File: config.mk
export PLATFORM = sky130hd
export DESIGN_NAME = rsps_top
export DESIGN_NICKNAME = d
export VERILOG_FILES = /design/src/verilog/rsps_top_note_unused.sv /design/src/verilog/rsps_pkg.sv /design/src/verilog/rsps_dly_elem.sv /design/src/verilog/rsps_gray_cnt.sv /design/src/verilog/rsps_top.sv
export VERILOG_INCLUDE_DIRS = /design/src /design/src/verilog
export SDC_FILE = /design/constraint.sdc
export NUM_CORES = 2
export LEC_CHECK = 0
export ABC_CLOCK_PERIOD_IN_PS = 12800
export BUFFER_PORTS_ARGS = -buffer_cell sky130_fd_sc_hd__buf_2
export CAP_MARGIN = 0
export CELL_PAD_IN_SITES_DETAIL_PLACEMENT = 1
export CELL_PAD_IN_SITES_GLOBAL_PLACEMENT = 2
export CORE_MARGIN = 5
export CORE_UTILIZATION = 49
export CTS_CLUSTER_DIAMETER = 80
export CTS_CLUSTER_SIZE = 14
export DETAILED_ROUTE_END_ITERATION = 10
export GPL_TIMING_DRIVEN = 1
export PLACE_DENSITY_LB_ADDON = 0.15
export SLEW_MARGIN = 10
export SYNTH_ARGS = -nofsm -noshare
export SYNTH_HDL_FRONTEND = slang
export SYNTH_SLANG_ARGS = --single-unit
File: constraint.sdc
create_clock -name core_clk -period 12.8 [get_ports core_clk]
set_clock_uncertainty 0.2 [all_clocks]
set_input_delay 1.92 -clock core_clk [delete_from_list [all_inputs] [get_ports core_clk]]
set_output_delay 1.92 -clock core_clk [all_outputs]
set_load 0.05 [all_outputs]
File: src/verilog/rsps_cfg.svh
/*
  Constants of the read strobe phase-shift block: widths, counts, reset
  values and timing figures.
  Assumes inclusion by bare name from the package, every design module, the checker and the testbench.
*/
`ifndef RSPS_CFG_SVH
`define RSPS_CFG_SVH

// Core clock rate
`define RSPS_CLK_MHZ 50
// Delay setting width
`define RSPS_SET_W 7
// Largest binary setting
`define RSPS_SET_MAX 7'h7F
// Elements in the loop chain, each worth 45 degrees at lock
`define RSPS_DLL_ELEMS 8
// Elements in each strobe chain
`define RSPS_STROBE_ELEMS 4
// Shift register depth of one element: intrinsic plus 127 steps plus one
`define RSPS_TAP_DEPTH 129
// Intrinsic element delay in steps
`define RSPS_INTRINSIC_STEPS 8'h01
// Size of one delay step in core cycles
`define RSPS_STEP_SIZE 8'h01
// Lock waits in reference cycles
`define RSPS_LOCK_LOWJIT 12'hA00
`define RSPS_LOCK_NORMAL 12'h200
`define RSPS_LOCK_W 12
// Gray-code counter setting after loop reset (binary 127)
`define RSPS_DLL_INIT_GRAY 7'h40
// Clock edges between two update enable pulses
`define RSPS_UPD_EDGES 3'h4
// Largest element count usable under the loop (135 degrees)
`define RSPS_MAX_LOOP_ELEMS 3'h3
// Strobe units and strobe groups
`define RSPS_NSTROBE 2
`define RSPS_NGROUP 2
// Pins passed through synchronisers: ref, reset, user clock, strobes
`define RSPS_NSYNC 5

`endif

File: src/verilog/rsps_top_note_unused.sv
`timescale 1ns/1ps
`default_nettype none
`default_nettype wire

File: src/verilog/rsps_pkg.sv
/*
  Types and code conversions of the read strobe phase-shift block.
  Assumes rsps_cfg.svh is on the include path.
*/
`include "rsps_cfg.svh"

package rsps_pkg;

  typedef logic [`RSPS_SET_W-1:0] rsps_set_t;

  // Loop state after a loop reset
  typedef enum logic [1:0] {
    DLL_RESET,
    DLL_WAIT,
    DLL_LOCKED
  } rsps_lock_e;

  // Loop-wide configuration
  typedef struct packed {
    logic low_jitter;
    logic use_core_settings;
    logic offset_enable;
    logic update_from_user;
  } rsps_dll_cfg_s;

  // Per strobe configuration and gate request
  typedef struct packed {
    logic bypass;
    logic [1:0] elem_count;
    logic half_rate_gate;
    logic gate_req;
  } rsps_strobe_cfg_s;

  // Gray code to binary
  function automatic rsps_set_t gray2bin(input rsps_set_t g);
    rsps_set_t b;
    b[`RSPS_SET_W-1] = g[`RSPS_SET_W-1];
    for (int i = `RSPS_SET_W - 2; i >= 0; i--) begin
      b[i] = b[i+1] ^ g[i];
    end
    return b;
  endfunction

  // Binary to Gray code
  function automatic rsps_set_t bin2gray(input rsps_set_t b);
    return b ^ (b >> 1);
  endfunction

endpackage

File: src/verilog/rsps_dly_elem.sv
/*
  One programmable delay element, modelled as a shift register tapped at
  intrinsic delay plus steps times step size.
  Assumes steps in binary and a signal already in the core clock domain.
*/
`include "rsps_cfg.svh"
`timescale 1ns/1ps
`default_nettype none

module rsps_dly_elem (
  input wire logic core_clk,
  input wire logic reset_n,
  input wire logic sig_in,
  input wire logic [`RSPS_SET_W-1:0] steps,
  output logic sig_out
);

  logic [`RSPS_TAP_DEPTH-1:0] line;
  logic [15:0] tap;

  // Delay line
  always_ff @(posedge core_clk or negedge reset_n) begin
    if (!reset_n) begin
      line <= '0;
    end else begin
      line <= {line[`RSPS_TAP_DEPTH-2:0], sig_in};
    end
  end

  // Intrinsic delay plus steps times step size
  assign tap = 16'(`RSPS_INTRINSIC_STEPS) +
               16'({1'b0, steps}) * 16'(`RSPS_STEP_SIZE);
  assign sig_out = line[tap[7:0]];

endmodule

`default_nettype wire

File: src/verilog/rsps_gray_cnt.sv
/*
  Saturating 7-bit Gray-code up/down counter that holds the loop setting.
  Assumes step and up come from logic on core_clk.
*/
`include "rsps_cfg.svh"
`timescale 1ns/1ps
`default_nettype none

module rsps_gray_cnt (
  input wire logic core_clk,
  input wire logic reset_n,
  input wire logic clear,
  input wire logic step,
  input wire logic up,
  output rsps_pkg::rsps_set_t gray
);

  rsps_pkg::rsps_set_t bin;
  rsps_pkg::rsps_set_t next_gray;

  // Step one count, stop at either end
  always_comb begin
    bin = rsps_pkg::gray2bin(gray);
    next_gray = gray;
    if (step && up && bin != `RSPS_SET_MAX) begin
      next_gray = rsps_pkg::bin2gray(bin + 7'h01);
    end else if (step && !up && bin != 7'h00) begin
      next_gray = rsps_pkg::bin2gray(bin - 7'h01);
    end
  end

  // Counter register, back to its fixed start on loop reset
  always_ff @(posedge core_clk or negedge reset_n) begin
    if (!reset_n) begin
      gray <= `RSPS_DLL_INIT_GRAY;
    end else if (clear) begin
      gray <= `RSPS_DLL_INIT_GRAY;
    end else begin
      gray <= next_gray;
    end
  end

endmodule

`default_nettype wire

File: src/verilog/rsps_top.sv
/*
  Read strobe phase-shift block: delay-locked loop, update enable, per
  strobe delay chains, postamble gating with half-rate stage, and per
  group leveling tap selection.
  Assumes pins arrive asynchronously and are sampled on core_clk; the
  reference, user and strobe signals are slow against core_clk.
*/
//
// Function
// Reference passes eight delay elements; output compared to reference.
// Comparator steps a 7-bit Gray setting up or down toward phase match.
// User waits 2,560 or 512 reference cycles after any loop reset.
// Loop input clock at least 300 MHz, multiplied for slower interfaces; here the reference is sampled on the 50 MHz core_clk, with no multiplier.
// Multiplied loop clock limits strobe shift to 67.5 or 33.75 degrees.
// Every strobe pin has its own delay, update and postamble logic; here one update enable and one set of settings registers serve all pins.
// Delay and offset settings registered, loaded only on update enable.
// Update enable derives from reference clock or core user clock.
// Strobe chain holds four elements matching the loop elements.
// First strobe element uses setting alone or setting plus offset.
// Strobe chains take settings from the loop or from core logic.
// Core may drive Gray 7-bit settings controlling one to four elements.
// Chain delay is intrinsic delay plus steps times step size.
// Strobe chain bypass gives zero-degree shift.
// Postamble registers force shifted strobe low at end of read.
// Memory drives strobe low in preamble and postamble.
// Half-rate gate stage clocked by half-rate resynchronization clock.
// Postamble register outputs ANDed to stop glitches on later bursts.
// Gate enable asserts with half-cycle latency, deasserts with none.
// Half-rate stage as first gate capture is optional.
// One leveling circuit per sub-bank, compensated by same settings.
// Loop gives eight taps of 45 degrees to every strobe unit; here the taps reach only the per-group leveling selection.
// Controller mux per strobe group selects one tap output.
// Shifts of 0, 45, 90 or 135 degrees, multiples of 45.
// Loop reset restarts counter; lock stays low until wait elapses.
`include "rsps_cfg.svh"
`timescale 1ns/1ps
`default_nettype none

module rsps_top (
  input wire logic core_clk,
  input wire logic reset_n,
  input wire logic ref_clk_pin,
  input wire logic user_clk_pin,
  input wire logic dll_reset_pin,
  input wire logic dll_reset_core,
  input wire rsps_pkg::rsps_dll_cfg_s dll_cfg,
  input wire rsps_pkg::rsps_set_t core_delay_setting,
  input wire rsps_pkg::rsps_set_t phase_offset,
  input wire logic [`RSPS_NSTROBE-1:0] strobe_pin,
  input wire rsps_pkg::rsps_strobe_cfg_s [`RSPS_NSTROBE-1:0] strobe_cfg,
  input wire logic [`RSPS_NGROUP-1:0][2:0] tap_sel,
  output rsps_pkg::rsps_set_t loop_setting,
  output rsps_pkg::rsps_set_t delay_setting,
  output rsps_pkg::rsps_set_t offset_setting,
  output logic dll_locked,
  output logic phase_up,
  output logic update_enable,
  output logic [`RSPS_NSTROBE-1:0] shifted_strobe,
  output logic [`RSPS_NSTROBE-1:0] gate_enable,
  output logic [`RSPS_NGROUP-1:0] level_clk
);

  localparam int NS = `RSPS_NSTROBE;
  localparam int NG = `RSPS_NGROUP;
  localparam int NE = `RSPS_STROBE_ELEMS;
  localparam int NL = `RSPS_DLL_ELEMS;

  // Synchroniser stages and edge history
  logic [`RSPS_NSYNC-1:0] sync_a;
  logic [`RSPS_NSYNC-1:0] sync_b;
  logic [`RSPS_NSYNC-1:0] sync_q;
  logic ref_s;
  logic ref_rise;
  logic user_rise;
  logic rst_pin_s;
  logic [NS-1:0] strobe_s;

  // Loop state
  rsps_pkg::rsps_lock_e lock_state;
  logic [`RSPS_LOCK_W-1:0] lock_cnt;
  logic [`RSPS_LOCK_W-1:0] lock_target;
  logic loop_reset;
  logic loop_step;
  rsps_pkg::rsps_set_t loop_bin;
  logic [NL-1:0] loop_tap;

  // Update enable
  logic [2:0] upd_cnt;
  logic upd_edge;

  // Registered settings and their binary forms
  rsps_pkg::rsps_set_t src_gray;
  rsps_pkg::rsps_set_t set_bin;
  rsps_pkg::rsps_set_t first_bin;
  logic [`RSPS_SET_W:0] offset_sum;

  // Strobe chains and gating
  logic [NS-1:0][NE-1:0] chain_tap;
  logic [NS-1:0] raw_strobe;
  logic [NS-1:0] raw_q;
  logic [NS-1:0] hr_stage;
  logic [NS-1:0] post_reg;
  logic [NS-1:0] gate_stage;
  logic [NS-1:0] gate_comb;
  logic hr_phase;

  // Two flip-flops on every pin, third stage for edge history
  always_ff @(posedge core_clk or negedge reset_n) begin
    if (!reset_n) begin
      sync_a <= '0;
      sync_b <= '0;
      sync_q <= '0;
    end else begin
      sync_a <= {strobe_pin, user_clk_pin, dll_reset_pin, ref_clk_pin};
      sync_b <= sync_a;
      sync_q <= sync_b;
    end
  end

  assign ref_s = sync_b[0];
  assign rst_pin_s = sync_b[1];
  assign ref_rise = sync_b[0] & ~sync_q[0];
  assign user_rise = sync_b[2] & ~sync_q[2];
  assign strobe_s = sync_b[`RSPS_NSYNC-1:3];

  // Loop reset from core logic or from the pin
  assign loop_reset = dll_reset_core | rst_pin_s;

  // Lock wait chosen by jitter mode
  assign lock_target = dll_cfg.low_jitter ? `RSPS_LOCK_LOWJIT
                                          : `RSPS_LOCK_NORMAL;

  // Lock sequence counted in reference cycles
  always_ff @(posedge core_clk or negedge reset_n) begin
    if (!reset_n) begin
      lock_state <= rsps_pkg::DLL_RESET;
      lock_cnt <= '0;
    end else if (loop_reset) begin
      lock_state <= rsps_pkg::DLL_RESET;
      lock_cnt <= '0;
    end else begin
      case (lock_state)
        rsps_pkg::DLL_RESET: begin
          lock_state <= rsps_pkg::DLL_WAIT;
          lock_cnt <= '0;
        end
        rsps_pkg::DLL_WAIT: begin
          if (ref_rise) begin
            if (lock_cnt == lock_target - 12'h001) begin
              lock_state <= rsps_pkg::DLL_LOCKED;
            end
            lock_cnt <= lock_cnt + 12'h001;
          end
        end
        rsps_pkg::DLL_LOCKED: begin
          lock_cnt <= lock_cnt;
        end
        default: begin
          lock_state <= rsps_pkg::DLL_RESET;
        end
      endcase
    end
  end

  // Lock indication held low through the wait
  always_ff @(posedge core_clk or negedge reset_n) begin
    if (!reset_n) begin
      dll_locked <= 1'b0;
    end else begin
      dll_locked <= !loop_reset &&
                    lock_state == rsps_pkg::DLL_LOCKED;
    end
  end

  // Loop chain of eight elements, each tap worth 45 degrees at lock
  assign loop_bin = rsps_pkg::gray2bin(loop_setting);
  genvar gl;
  generate
    for (gl = 0; gl < NL; gl++) begin : g_loop
      rsps_dly_elem u_elem (
        .core_clk(core_clk),
        .reset_n(reset_n),
        .sig_in(gl == 0 ? ref_s : loop_tap[(gl == 0) ? 0 : gl - 1]),
        .steps(loop_bin),
        .sig_out(loop_tap[gl])
      );
    end
  endgenerate

  // Phase comparator: chain output still high means delay too short
  always_ff @(posedge core_clk or negedge reset_n) begin
    if (!reset_n) begin
      phase_up <= 1'b0;
    end else if (ref_rise) begin
      phase_up <= loop_tap[NL-1];
    end
  end

  // Step once per reference edge, after the sample is taken
  always_ff @(posedge core_clk or negedge reset_n) begin
    if (!reset_n) begin
      loop_step <= 1'b0;
    end else begin
      loop_step <= ref_rise && !loop_reset &&
                   lock_state != rsps_pkg::DLL_RESET;
    end
  end

  rsps_gray_cnt u_cnt (
    .core_clk(core_clk),
    .reset_n(reset_n),
    .clear(loop_reset),
    .step(loop_step),
    .up(phase_up),
    .gray(loop_setting)
  );

  // Update enable from reference or user clock edges
  assign upd_edge = dll_cfg.update_from_user ? user_rise : ref_rise;

  always_ff @(posedge core_clk or negedge reset_n) begin
    if (!reset_n) begin
      upd_cnt <= '0;
      update_enable <= 1'b0;
    end else begin
      update_enable <= 1'b0;
      if (upd_edge) begin
        if (upd_cnt == `RSPS_UPD_EDGES - 3'h1) begin
          upd_cnt <= '0;
          update_enable <= 1'b1;
        end else begin
          upd_cnt <= upd_cnt + 3'h1;
        end
      end
    end
  end

  // Settings come from the loop or from core logic
  assign src_gray = dll_cfg.use_core_settings ? core_delay_setting
                                              : loop_setting;

  // Settings held until the update enable lets all elements change
  always_ff @(posedge core_clk or negedge reset_n) begin
    if (!reset_n) begin
      delay_setting <= `RSPS_DLL_INIT_GRAY;
      offset_setting <= '0;
    end else if (update_enable) begin
      delay_setting <= src_gray;
      offset_setting <= phase_offset;
    end
  end

  // Binary settings, first element optionally with the offset
  assign set_bin = rsps_pkg::gray2bin(delay_setting);
  assign offset_sum = {1'b0, set_bin} + {1'b0, offset_setting};
  always_comb begin
    first_bin = set_bin;
    if (dll_cfg.offset_enable) begin
      first_bin = offset_sum[`RSPS_SET_W] ? `RSPS_SET_MAX
                                          : offset_sum[`RSPS_SET_W-1:0];
    end
  end

  // Half-rate resynchronization enable from a divide-by-two
  always_ff @(posedge core_clk or negedge reset_n) begin
    if (!reset_n) begin
      hr_phase <= 1'b0;
    end else begin
      hr_phase <= ~hr_phase;
    end
  end

  // One strobe unit per strobe pin
  genvar gs;
  genvar ge;
  generate
    for (gs = 0; gs < NS; gs++) begin : g_strobe
      logic [2:0] want;
      logic [2:0] active;

      // Four matched elements, the pin-side one with its own setting
      for (ge = 0; ge < NE; ge++) begin : g_elem
        rsps_dly_elem u_elem (
          .core_clk(core_clk),
          .reset_n(reset_n),
          .sig_in(ge == 0 ? strobe_s[gs]
                          : chain_tap[gs][(ge == 0) ? 0 : ge - 1]),
          .steps(ge == 0 ? first_bin : set_bin),
          .sig_out(chain_tap[gs][ge])
        );
      end

      // Elements in use: one to four, at most three under the loop
      // where each element is 45 degrees; with a doubled or quadrupled
      // loop clock the same limit gives 67.5 or 33.75 degrees
      assign want = {1'b0, strobe_cfg[gs].elem_count} + 3'h1;
      assign active = (!dll_cfg.use_core_settings &&
                       want > `RSPS_MAX_LOOP_ELEMS) ?
                      `RSPS_MAX_LOOP_ELEMS : want;

      // Bypass passes the strobe with no shift
      assign raw_strobe[gs] = strobe_cfg[gs].bypass ? strobe_s[gs]
                              : chain_tap[gs][active[1:0] - 2'h1];

      // Optional half-rate first capture of the gate request
      always_ff @(posedge core_clk or negedge reset_n) begin
        if (!reset_n) begin
          hr_stage[gs] <= 1'b0;
        end else if (hr_phase) begin
          hr_stage[gs] <= strobe_cfg[gs].gate_req;
        end
      end

      assign gate_stage[gs] = strobe_cfg[gs].half_rate_gate ? hr_stage[gs]
                              : strobe_cfg[gs].gate_req;

      // Postamble register caught on the shifted strobe falling edge;
      // the preamble low level keeps it from seeing a false edge
      always_ff @(posedge core_clk or negedge reset_n) begin
        if (!reset_n) begin
          raw_q[gs] <= 1'b0;
          post_reg[gs] <= 1'b0;
        end else begin
          raw_q[gs] <= raw_strobe[gs];
          if (raw_q[gs] && !raw_strobe[gs]) begin
            post_reg[gs] <= gate_stage[gs];
          end
        end
      end

      // AND drops the gate at once, raises it only after the capture
      assign gate_comb[gs] = gate_stage[gs] & post_reg[gs];

      // Gated strobe toward the data capture registers
      always_ff @(posedge core_clk or negedge reset_n) begin
        if (!reset_n) begin
          gate_enable[gs] <= 1'b0;
          shifted_strobe[gs] <= 1'b0;
        end else begin
          gate_enable[gs] <= gate_comb[gs];
          shifted_strobe[gs] <= raw_strobe[gs] & gate_comb[gs];
        end
      end
    end
  endgenerate

  // Leveling: each group picks one loop tap, same compensated settings
  genvar gg;
  generate
    for (gg = 0; gg < NG; gg++) begin : g_level
      always_ff @(posedge core_clk or negedge reset_n) begin
        if (!reset_n) begin
          level_clk[gg] <= 1'b0;
        end else begin
          level_clk[gg] <= loop_tap[tap_sel[gg]];
        end
      end
    end
  endgenerate

endmodule

`default_nettype wire

* Word-level counts from Yosys, hierarchy flattened
Cells that the tools add are included.
** Storage, ports and cells
- Bits in registers :: 2132
- Output and inout port bits :: 30
- Word-level logic and storage cells :: 183
** Cells by class
- $add $sub $neg :: 13
- Order comparisons :: 9
- Eq/ne operators :: 8
- Muxes and demuxes :: 64
- Bitwise logic cells :: 24
- Reductions and logical operators :: 23
** Operators with widths (number)
- 1-bit binary-select mux with 8-bit select :: 16
- 7-bit 2-to-1 mux :: 6
- 12-bit 2-to-1 mux :: 3
- 8-bit by 9-bit less-than comparator with 1-bit output (second input constant) :: 3
- 1-bit 2-to-1 mux :: 27
- 1-bit by 7-bit adder with 8-bit output (first input constant) :: 3
- 12-bit one-hot mux with 2 select lines :: 1
- 7-bit by 6-bit bitwise XOR with 7-bit output :: 2
- 12-bit by 1-bit adder with 12-bit output (second input constant) :: 1
- 12-bit == test :: 1
- 12-bit by 1-bit subtractor with 12-bit output (second input constant) :: 1
- 1-bit bitwise XOR :: 12
- 1-bit logical AND :: 11
- 2-bit 2-to-1 mux :: 5
- 7-bit by 7-bit adder with 8-bit output :: 1
- 3-bit by 4-bit less-than comparator with 1-bit output (second input constant) :: 2
- 7-bit by 1-bit adder with 7-bit output (second input constant) :: 1
- 7-bit != test (second input constant) :: 1
- 7-bit nonzero test :: 1
- 7-bit by 1-bit subtractor with 7-bit output (second input constant) :: 1
- 2-bit by 1-bit adder with 3-bit output (second input constant) :: 2
- 1-bit AND :: 6
- 1-bit binary-select mux with 3-bit select :: 2
- 3-bit by 2-bit > comparator with 1-bit output (second input constant) :: 2
- other kinds (19) :: 30

* Depth between registers and ports, before layout
- Depth after elaboration :: 17
- Gate-level depth with buffers :: 43

* Cells and area by module
A second synthesis with hierarchy kept.
** Second synthesis, totals
- Cell total of the unflattened synthesis :: 4447
- Area, all modules :: 77275.4 um2
** By module, submodules not included
- rsps_dly_elem :: times used 16, cells an instance 255, area each 4583.1 um2, seq. area each 3228.1 um2
- rsps_top :: times used 1, cells an instance 275, area each 3110.5 um2, seq. area each 1502.7 um2
- rsps_gray_cnt :: times used 1, cells an instance 92, area each 834.6 um2, seq. area each 176.4 um2

* Worst setup path after synthesis
Ideal clock, no wire load.
- Path type :: reg2reg
- Start :: register delay_setting[5]
- End :: register post_reg[1]
- Setup time :: 127 ps
- Data arrival time :: 9300 ps
- Slack :: 3172 ps
- Stages on the path, launching flop included :: 41
- Path buffers :: 14
- Clock period less this slack :: 9628 ps
- Cells stage by stage :: dfrtp_1 inv_1 ha_1 inv_1 ha_1 clkbuf_1 inv_1 ha_1 inv_1 ha_1 clkbuf_1 inv_1 ha_1 buf_6 buf_6 buf_8 buf_6 inv_1 [... 5 more ...] ha_1 nand3_1 a211oi_4 o41ai_4 inv_2 buf_2 buf_2 ha_1 buf_2 buf_1 buf_1 nor2_1 a32oi_1 nand3_1 o211a_2 nor3_1 a31o_1 mux2_1
** On the way
- Longest elaborated chain between the ends :: 17
- Elaborated cells between the ends (all ways) :: 24
- Those cells by class :: add/sub (3); mux (13); bitwise (6); reduce/logical (2)
** Ends and longest elaborated chain
- from (decl) :: line rsps_top.sv:53 : output rsps_pkg::rsps_set_t delay_setting,
- from (signal assigned) :: line rsps_top.sv:245 : delay_setting <= `RSPS_DLL_INIT_GRAY;
- from (signal assigned) :: line rsps_top.sv:248 : delay_setting <= src_gray;
- 1-bit bitwise XOR * :: line rsps_pkg.sv:39 : b[i] = b[i+1] ^ g[i];
- 1-bit bitwise XOR (5 in a row) :: line rsps_pkg.sv:39
- 7-bit by 7-bit adder with 8-bit output :: line rsps_top.sv:255 : assign offset_sum = {1'b0, set_bin} + {1'b0, offset_setting};
- 7-bit 2-to-1 mux :: line rsps_top.sv:259 : first_bin = offset_sum[`RSPS_SET_W] ? `RSPS_SET_MAX
- 7-bit 2-to-1 mux :: line rsps_top.sv:258 : if (dll_cfg.offset_enable) begin
- 1-bit by 7-bit adder with 8-bit output :: line rsps_dly_elem.sv:31 : assign tap = 16'(`RSPS_INTRINSIC_STEPS) +
- 1-bit binary-select mux with 8-bit select :: line rsps_dly_elem.sv:33 : assign sig_out = line[tap[7:0]];
- 1-bit 2-to-1 mux (implied by the code) :: line rsps_dly_elem.sv:33
- 1-bit binary-select mux with 2-bit select * :: line rsps_top.sv:303 : : chain_tap[gs][active[1:0] - 2'h1];
- 1-bit 2-to-1 mux (implied by the code) * :: line rsps_top.sv:303
- 1-bit 2-to-1 mux * :: line rsps_top.sv:302 : assign raw_strobe[gs] = strobe_cfg[gs].bypass ? strobe_s[gs]
- 1-bit zero test * :: line rsps_top.sv:325 : if (raw_q[gs] && !raw_strobe[gs]) begin
- 1-bit logical AND * :: line rsps_top.sv:325
- to (signal, indexed assignment) :: line rsps_top.sv:326 : post_reg[gs] <= gate_stage[gs];
- to (decl) :: line rsps_top.sv:102 : logic [NS-1:0] post_reg;
Mark *: on every way between the ends. The rest lies on a longest branch, timed or not. The select of a mux whose other input is x is not followed.
A chain may end at the register's enable or synchronous reset.

* Worst setup path after layout
- Start :: register delay_setting[6]
- End :: register shifted_strobe[0]
** On the way
- Longest elaborated chain between the ends :: 16
- Elaborated cells between the ends (all ways) :: 23
- Those cells by class :: add/sub (3); mux (13); bitwise (7)
** Ends and longest elaborated chain
- 1-bit bitwise XOR (6 in a row) :: line rsps_pkg.sv:39
- 7-bit by 7-bit adder with 8-bit output :: line rsps_top.sv:255
- 7-bit 2-to-1 mux :: line rsps_top.sv:259
- 7-bit 2-to-1 mux :: line rsps_top.sv:258
- 1-bit by 7-bit adder with 8-bit output :: line rsps_dly_elem.sv:31
- 1-bit binary-select mux with 8-bit select :: line rsps_dly_elem.sv:33
- 1-bit 2-to-1 mux (implied by the code) :: line rsps_dly_elem.sv:33
- 1-bit binary-select mux with 2-bit select * :: line rsps_top.sv:303
- 1-bit 2-to-1 mux (implied by the code) * :: line rsps_top.sv:303
- 1-bit 2-to-1 mux * :: line rsps_top.sv:302
- 1-bit AND * :: line rsps_top.sv:341 : shifted_strobe[gs] <= raw_strobe[gs] & gate_comb[gs];
- to (signal, indexed assignment) :: line rsps_top.sv:341
- to (decl) :: line rsps_top.sv:58 : output logic [`RSPS_NSTROBE-1:0] shifted_strobe,
Marked as above.

==> key figures <==
GRT
  • Maximum number of pins on one net before global-route repair: a little under 200
  • Sum of overflow across all layers after global routing: 0
  • Global-route wire length before repair: 245000 microns
  • Antenna violations before repair: 4
  • Combined global-route utilization of all metal layers: around a fifth
  • Number of global-route vias before repair: 39700

CTS
  • Clock transition at the registers of the reported paths: 0.07 ns
  • Max Root-Sink Buffers: 3
  • CTS Buf Count: ~170
  • Clock latency reported for the late side of the worst-skew pair: slightly below 0.8 ns
  • Number of post-CTS setup repair buffers: 0
  • Number of hold buffers added after cts: 0
  • TritonCTS clock tree: yes
  • Number of sinks on the clock net: 2130
  • Post-cts gate resize count: 0
  • CTS HTree Levels: 4
  • Cell chosen for the clock root: clkbuf_16

Finish
  • Commonest cells after routing, fill and taps aside: dfrtp_1, mux4_2, nand2_1, clkbuf_16, mux2i_1
  • Net count of the finished layout: 4081
  • Post-synthesis to final-layout area growth: 9.84%
  • Share of layout cells above drive strength 1: a little under a quarter
  • Most common cell after layout, fill and taps aside: dfrtp_1
  • Top flop regs: g_loop.u_elem.line: 1032 flops, g_strobe.g_elem.u_elem.line: 1032 flops, lock_cnt: 12 flops
  • Total inserted antenna cells: 0

STA
  • Slew Limit Fails: 0
  • Final critical-path share of the clock period: slightly above 80%
  • Number of hold violations in the final report: 0
  • Remaining max-slew budget at the tightest pin: 26.6%
  • Smallest hold slack: 0.151 ns
  • Setup repair after global routing missed its margin: false
  • Pin slew with the least headroom to its limit: ~1.1 ns
  • Total Negative Setup Slacks: 0 ns
  • Max Fclk: 94.4 MHz
  • Crit path time final: 10.60 ns
  • Final setup violation count: 0

Critical path
  • Setup CP Type: flop to flop
  • Capture point of the worst reg-to-reg path: shifted_strobe[0]
  • Library cell appearing most often on the critical path: inv_1
  • Depth of the most critical reg-to-reg path: 29
  • Slowest cell on crit path: ha_4
  • Bufs and invs on worst path: 7
  • Worst r2r src: delay_setting[6]
  • Data arrival time of the worst path: 11.11 ns
  • Highest net fanout along the worst path: 61
  • Critical Path Start Type: flop
  • Largest stage delay on the critical path: 0.97 ns
  • Endpoint class of the critical path: flop
  • Top delay family on crit path: adder cells
  • Worst setup slack for register-to-register paths: approximately 2.2 ns
  • Worst endpoint required time: around 13 ns

Die
  • Overall die width: 397 microns
  • Starting density of the core: 49.1%
  • Core footprint: 149000 sq um
  • Die height: 397 microns
  • Number of placement rows: 142
  • IO Pins: a little over 70
  • Full die area: about 160000 sq um

Place
  • Placer Congestion: about 0.78
  • Total half-perimeter wirelength after legalization and detailed placement: between 80000 and 90000 microns
  • Port buffer count: 71

Logic synthesis
  • Flops & latches, synth: 2130
  • Number of warnings reported in the yosys synthesis log: 0
  • Ys flop type: dfrtp_1
  • Async SR Flop Fraction: between 90% and 100%
  • Register area share after synthesis: 72.8%
  • Nets in the synthesized netlist: 3955
  • Gate Count Post-Synth: slightly below 4000
  • Mapped Avg Cell Area: 18.9 sq um
  • Mapped cell area: roughly 73000 sq um
  • Cell variety after synth: 96
  • Number of enable-type register cells in the synthesized netlist: 0

Hold path
  • Tightest Hold Check Type: flop to flop
  • Cell count of the worst hold path: 0
  • Startpoint of the most critical hold path: sync_a[0]
  • Worst Hold End: sync_b[0]

Route
  • Number of design-rule violations left by the first detailed-router iteration: 2025
  • First-pass detailed-route iteration total: 5
  • Detailed-route DRC error count: 0
  • Via total after detailed routing: 34200
  • Vias per Instance: between 5 and 6
  • Routed length per instance: 25.4 microns
  • Routed Antenna Nets: 0
  • Total wire length: ~150000 microns

Run
  • Max cap viols: 0

Status
  • Outcome: finished, final reports clean
-- kinds of logic after synthesis --
| logic type | after synthesis | synth area share, % |
|---|---|---|
| xor gates and xnor gates | 39 | 0.517 |
| adders and majority gates | 32 | 0.557 |
| muxes | 671 | 18.7 |
| and+or+nand+nor | 533 | 3.33 |
| AOI/OAI and AO/OA | 256 | 2.54 |
| DFF | 2130 | 72.8 |
| buffers and inverters | 220 | 1.64 |
-- final cells by class --
cell class / count / area, sq um
clock buffer: 184 / 4340
clock inverter: 18 / 295
fill: 13100 / 68800
inverter: 36 / 135
multi-input combinational: 1531 / 18900
sequential: 2130 / 53300
tap: 1944 / 2430
timing repair buffer: 137 / 1030
-- metal layers --
metal	wire [microns]	vias to the layer above	track usage, %
li1	-	14400	-
met1	70100	19200	30.0
met2	72700	430	31.7
met3	6230	188	3.97
met4	2760	0	4.18
met5	0	-	0
-- per-stage QoR --
| stage | instances | instance area (sq um) | setup WS, ns | util (%) |
|---|---|---|---|---|
| 2_1_floorplan | 3881 | 73300 | 3.17 | - |
| 3_3_place_gp | 5778 | 75800 | 2.36 | 50.8 |
| 3_5_place_dp | 5778 | 75800 | 2.04 | 50.8 |
| 4_1_cts | 5980 | 80500 | 2.03 | 53.9 |
| 5_1_grt | 5980 | 80500 | 1.29 | 53.9 |
| 6_report | 5980 | 80500 | 2.20 | 53.9 |
-- how the worst max path moves through the flow --
| stage | startpoint | end | slack, ns | cells past startpoint |
|---|---|---|---|---|
| after floorplan | delay_setting[5] | post_reg[1] | 3.17 | 40 |
| after global placement | delay_setting[6] | post_reg[0] | 2.36 | 29 |
| after detailed placement | delay_setting[6] | shifted_strobe[0] | 2.04 | 29 |
| after CTS | delay_setting[6] | shifted_strobe[0] | 2.03 | 29 |
| after global routing | delay_setting[6] | shifted_strobe[0] | 1.29 | 29 |
| final | delay_setting[6] | shifted_strobe[0] | 2.20 | 29 |
-- synth_stat cells, types with 7 or more instances --
cell	count	area share, %
a32oi_1	16	0.19
nand2b_1	8	0.068
mux2_2	25	0.38
ha_1	31	0.53
o211ai_1	8	0.082
and2_1	7	0.060
dfrtp_1	2128	73
buf_4	28	0.29
clkbuf_1	58	0.30
buf_2	56	0.38
a21o_1	8	0.082
o21ai_1	9	0.061
nor2_1	87	0.45
mux4_2	552	17
nand2_1	260	1.3
nor2b_1	8	0.068
buf_6	24	0.37
o31ai_1	8	0.082
a211oi_1	9	0.092
nand4_1	28	0.24
a31oi_1	21	0.18
nor3_1	15	0.10
o21ai_0	26	0.18
a311oi_1	8	0.096
a21oi_1	54	0.37
inv_1	33	0.17
nand3_1	66	0.45
a41oi_1	7	0.084
o22ai_1	17	0.15
buf_1	16	0.082
xnor2_1	28	0.33
and3_1	16	0.14
mux2i_1	89	1.2
Power is not shown: default switching activity piles up to over one toggle a cycle in this logic, so the estimate is an artifact.
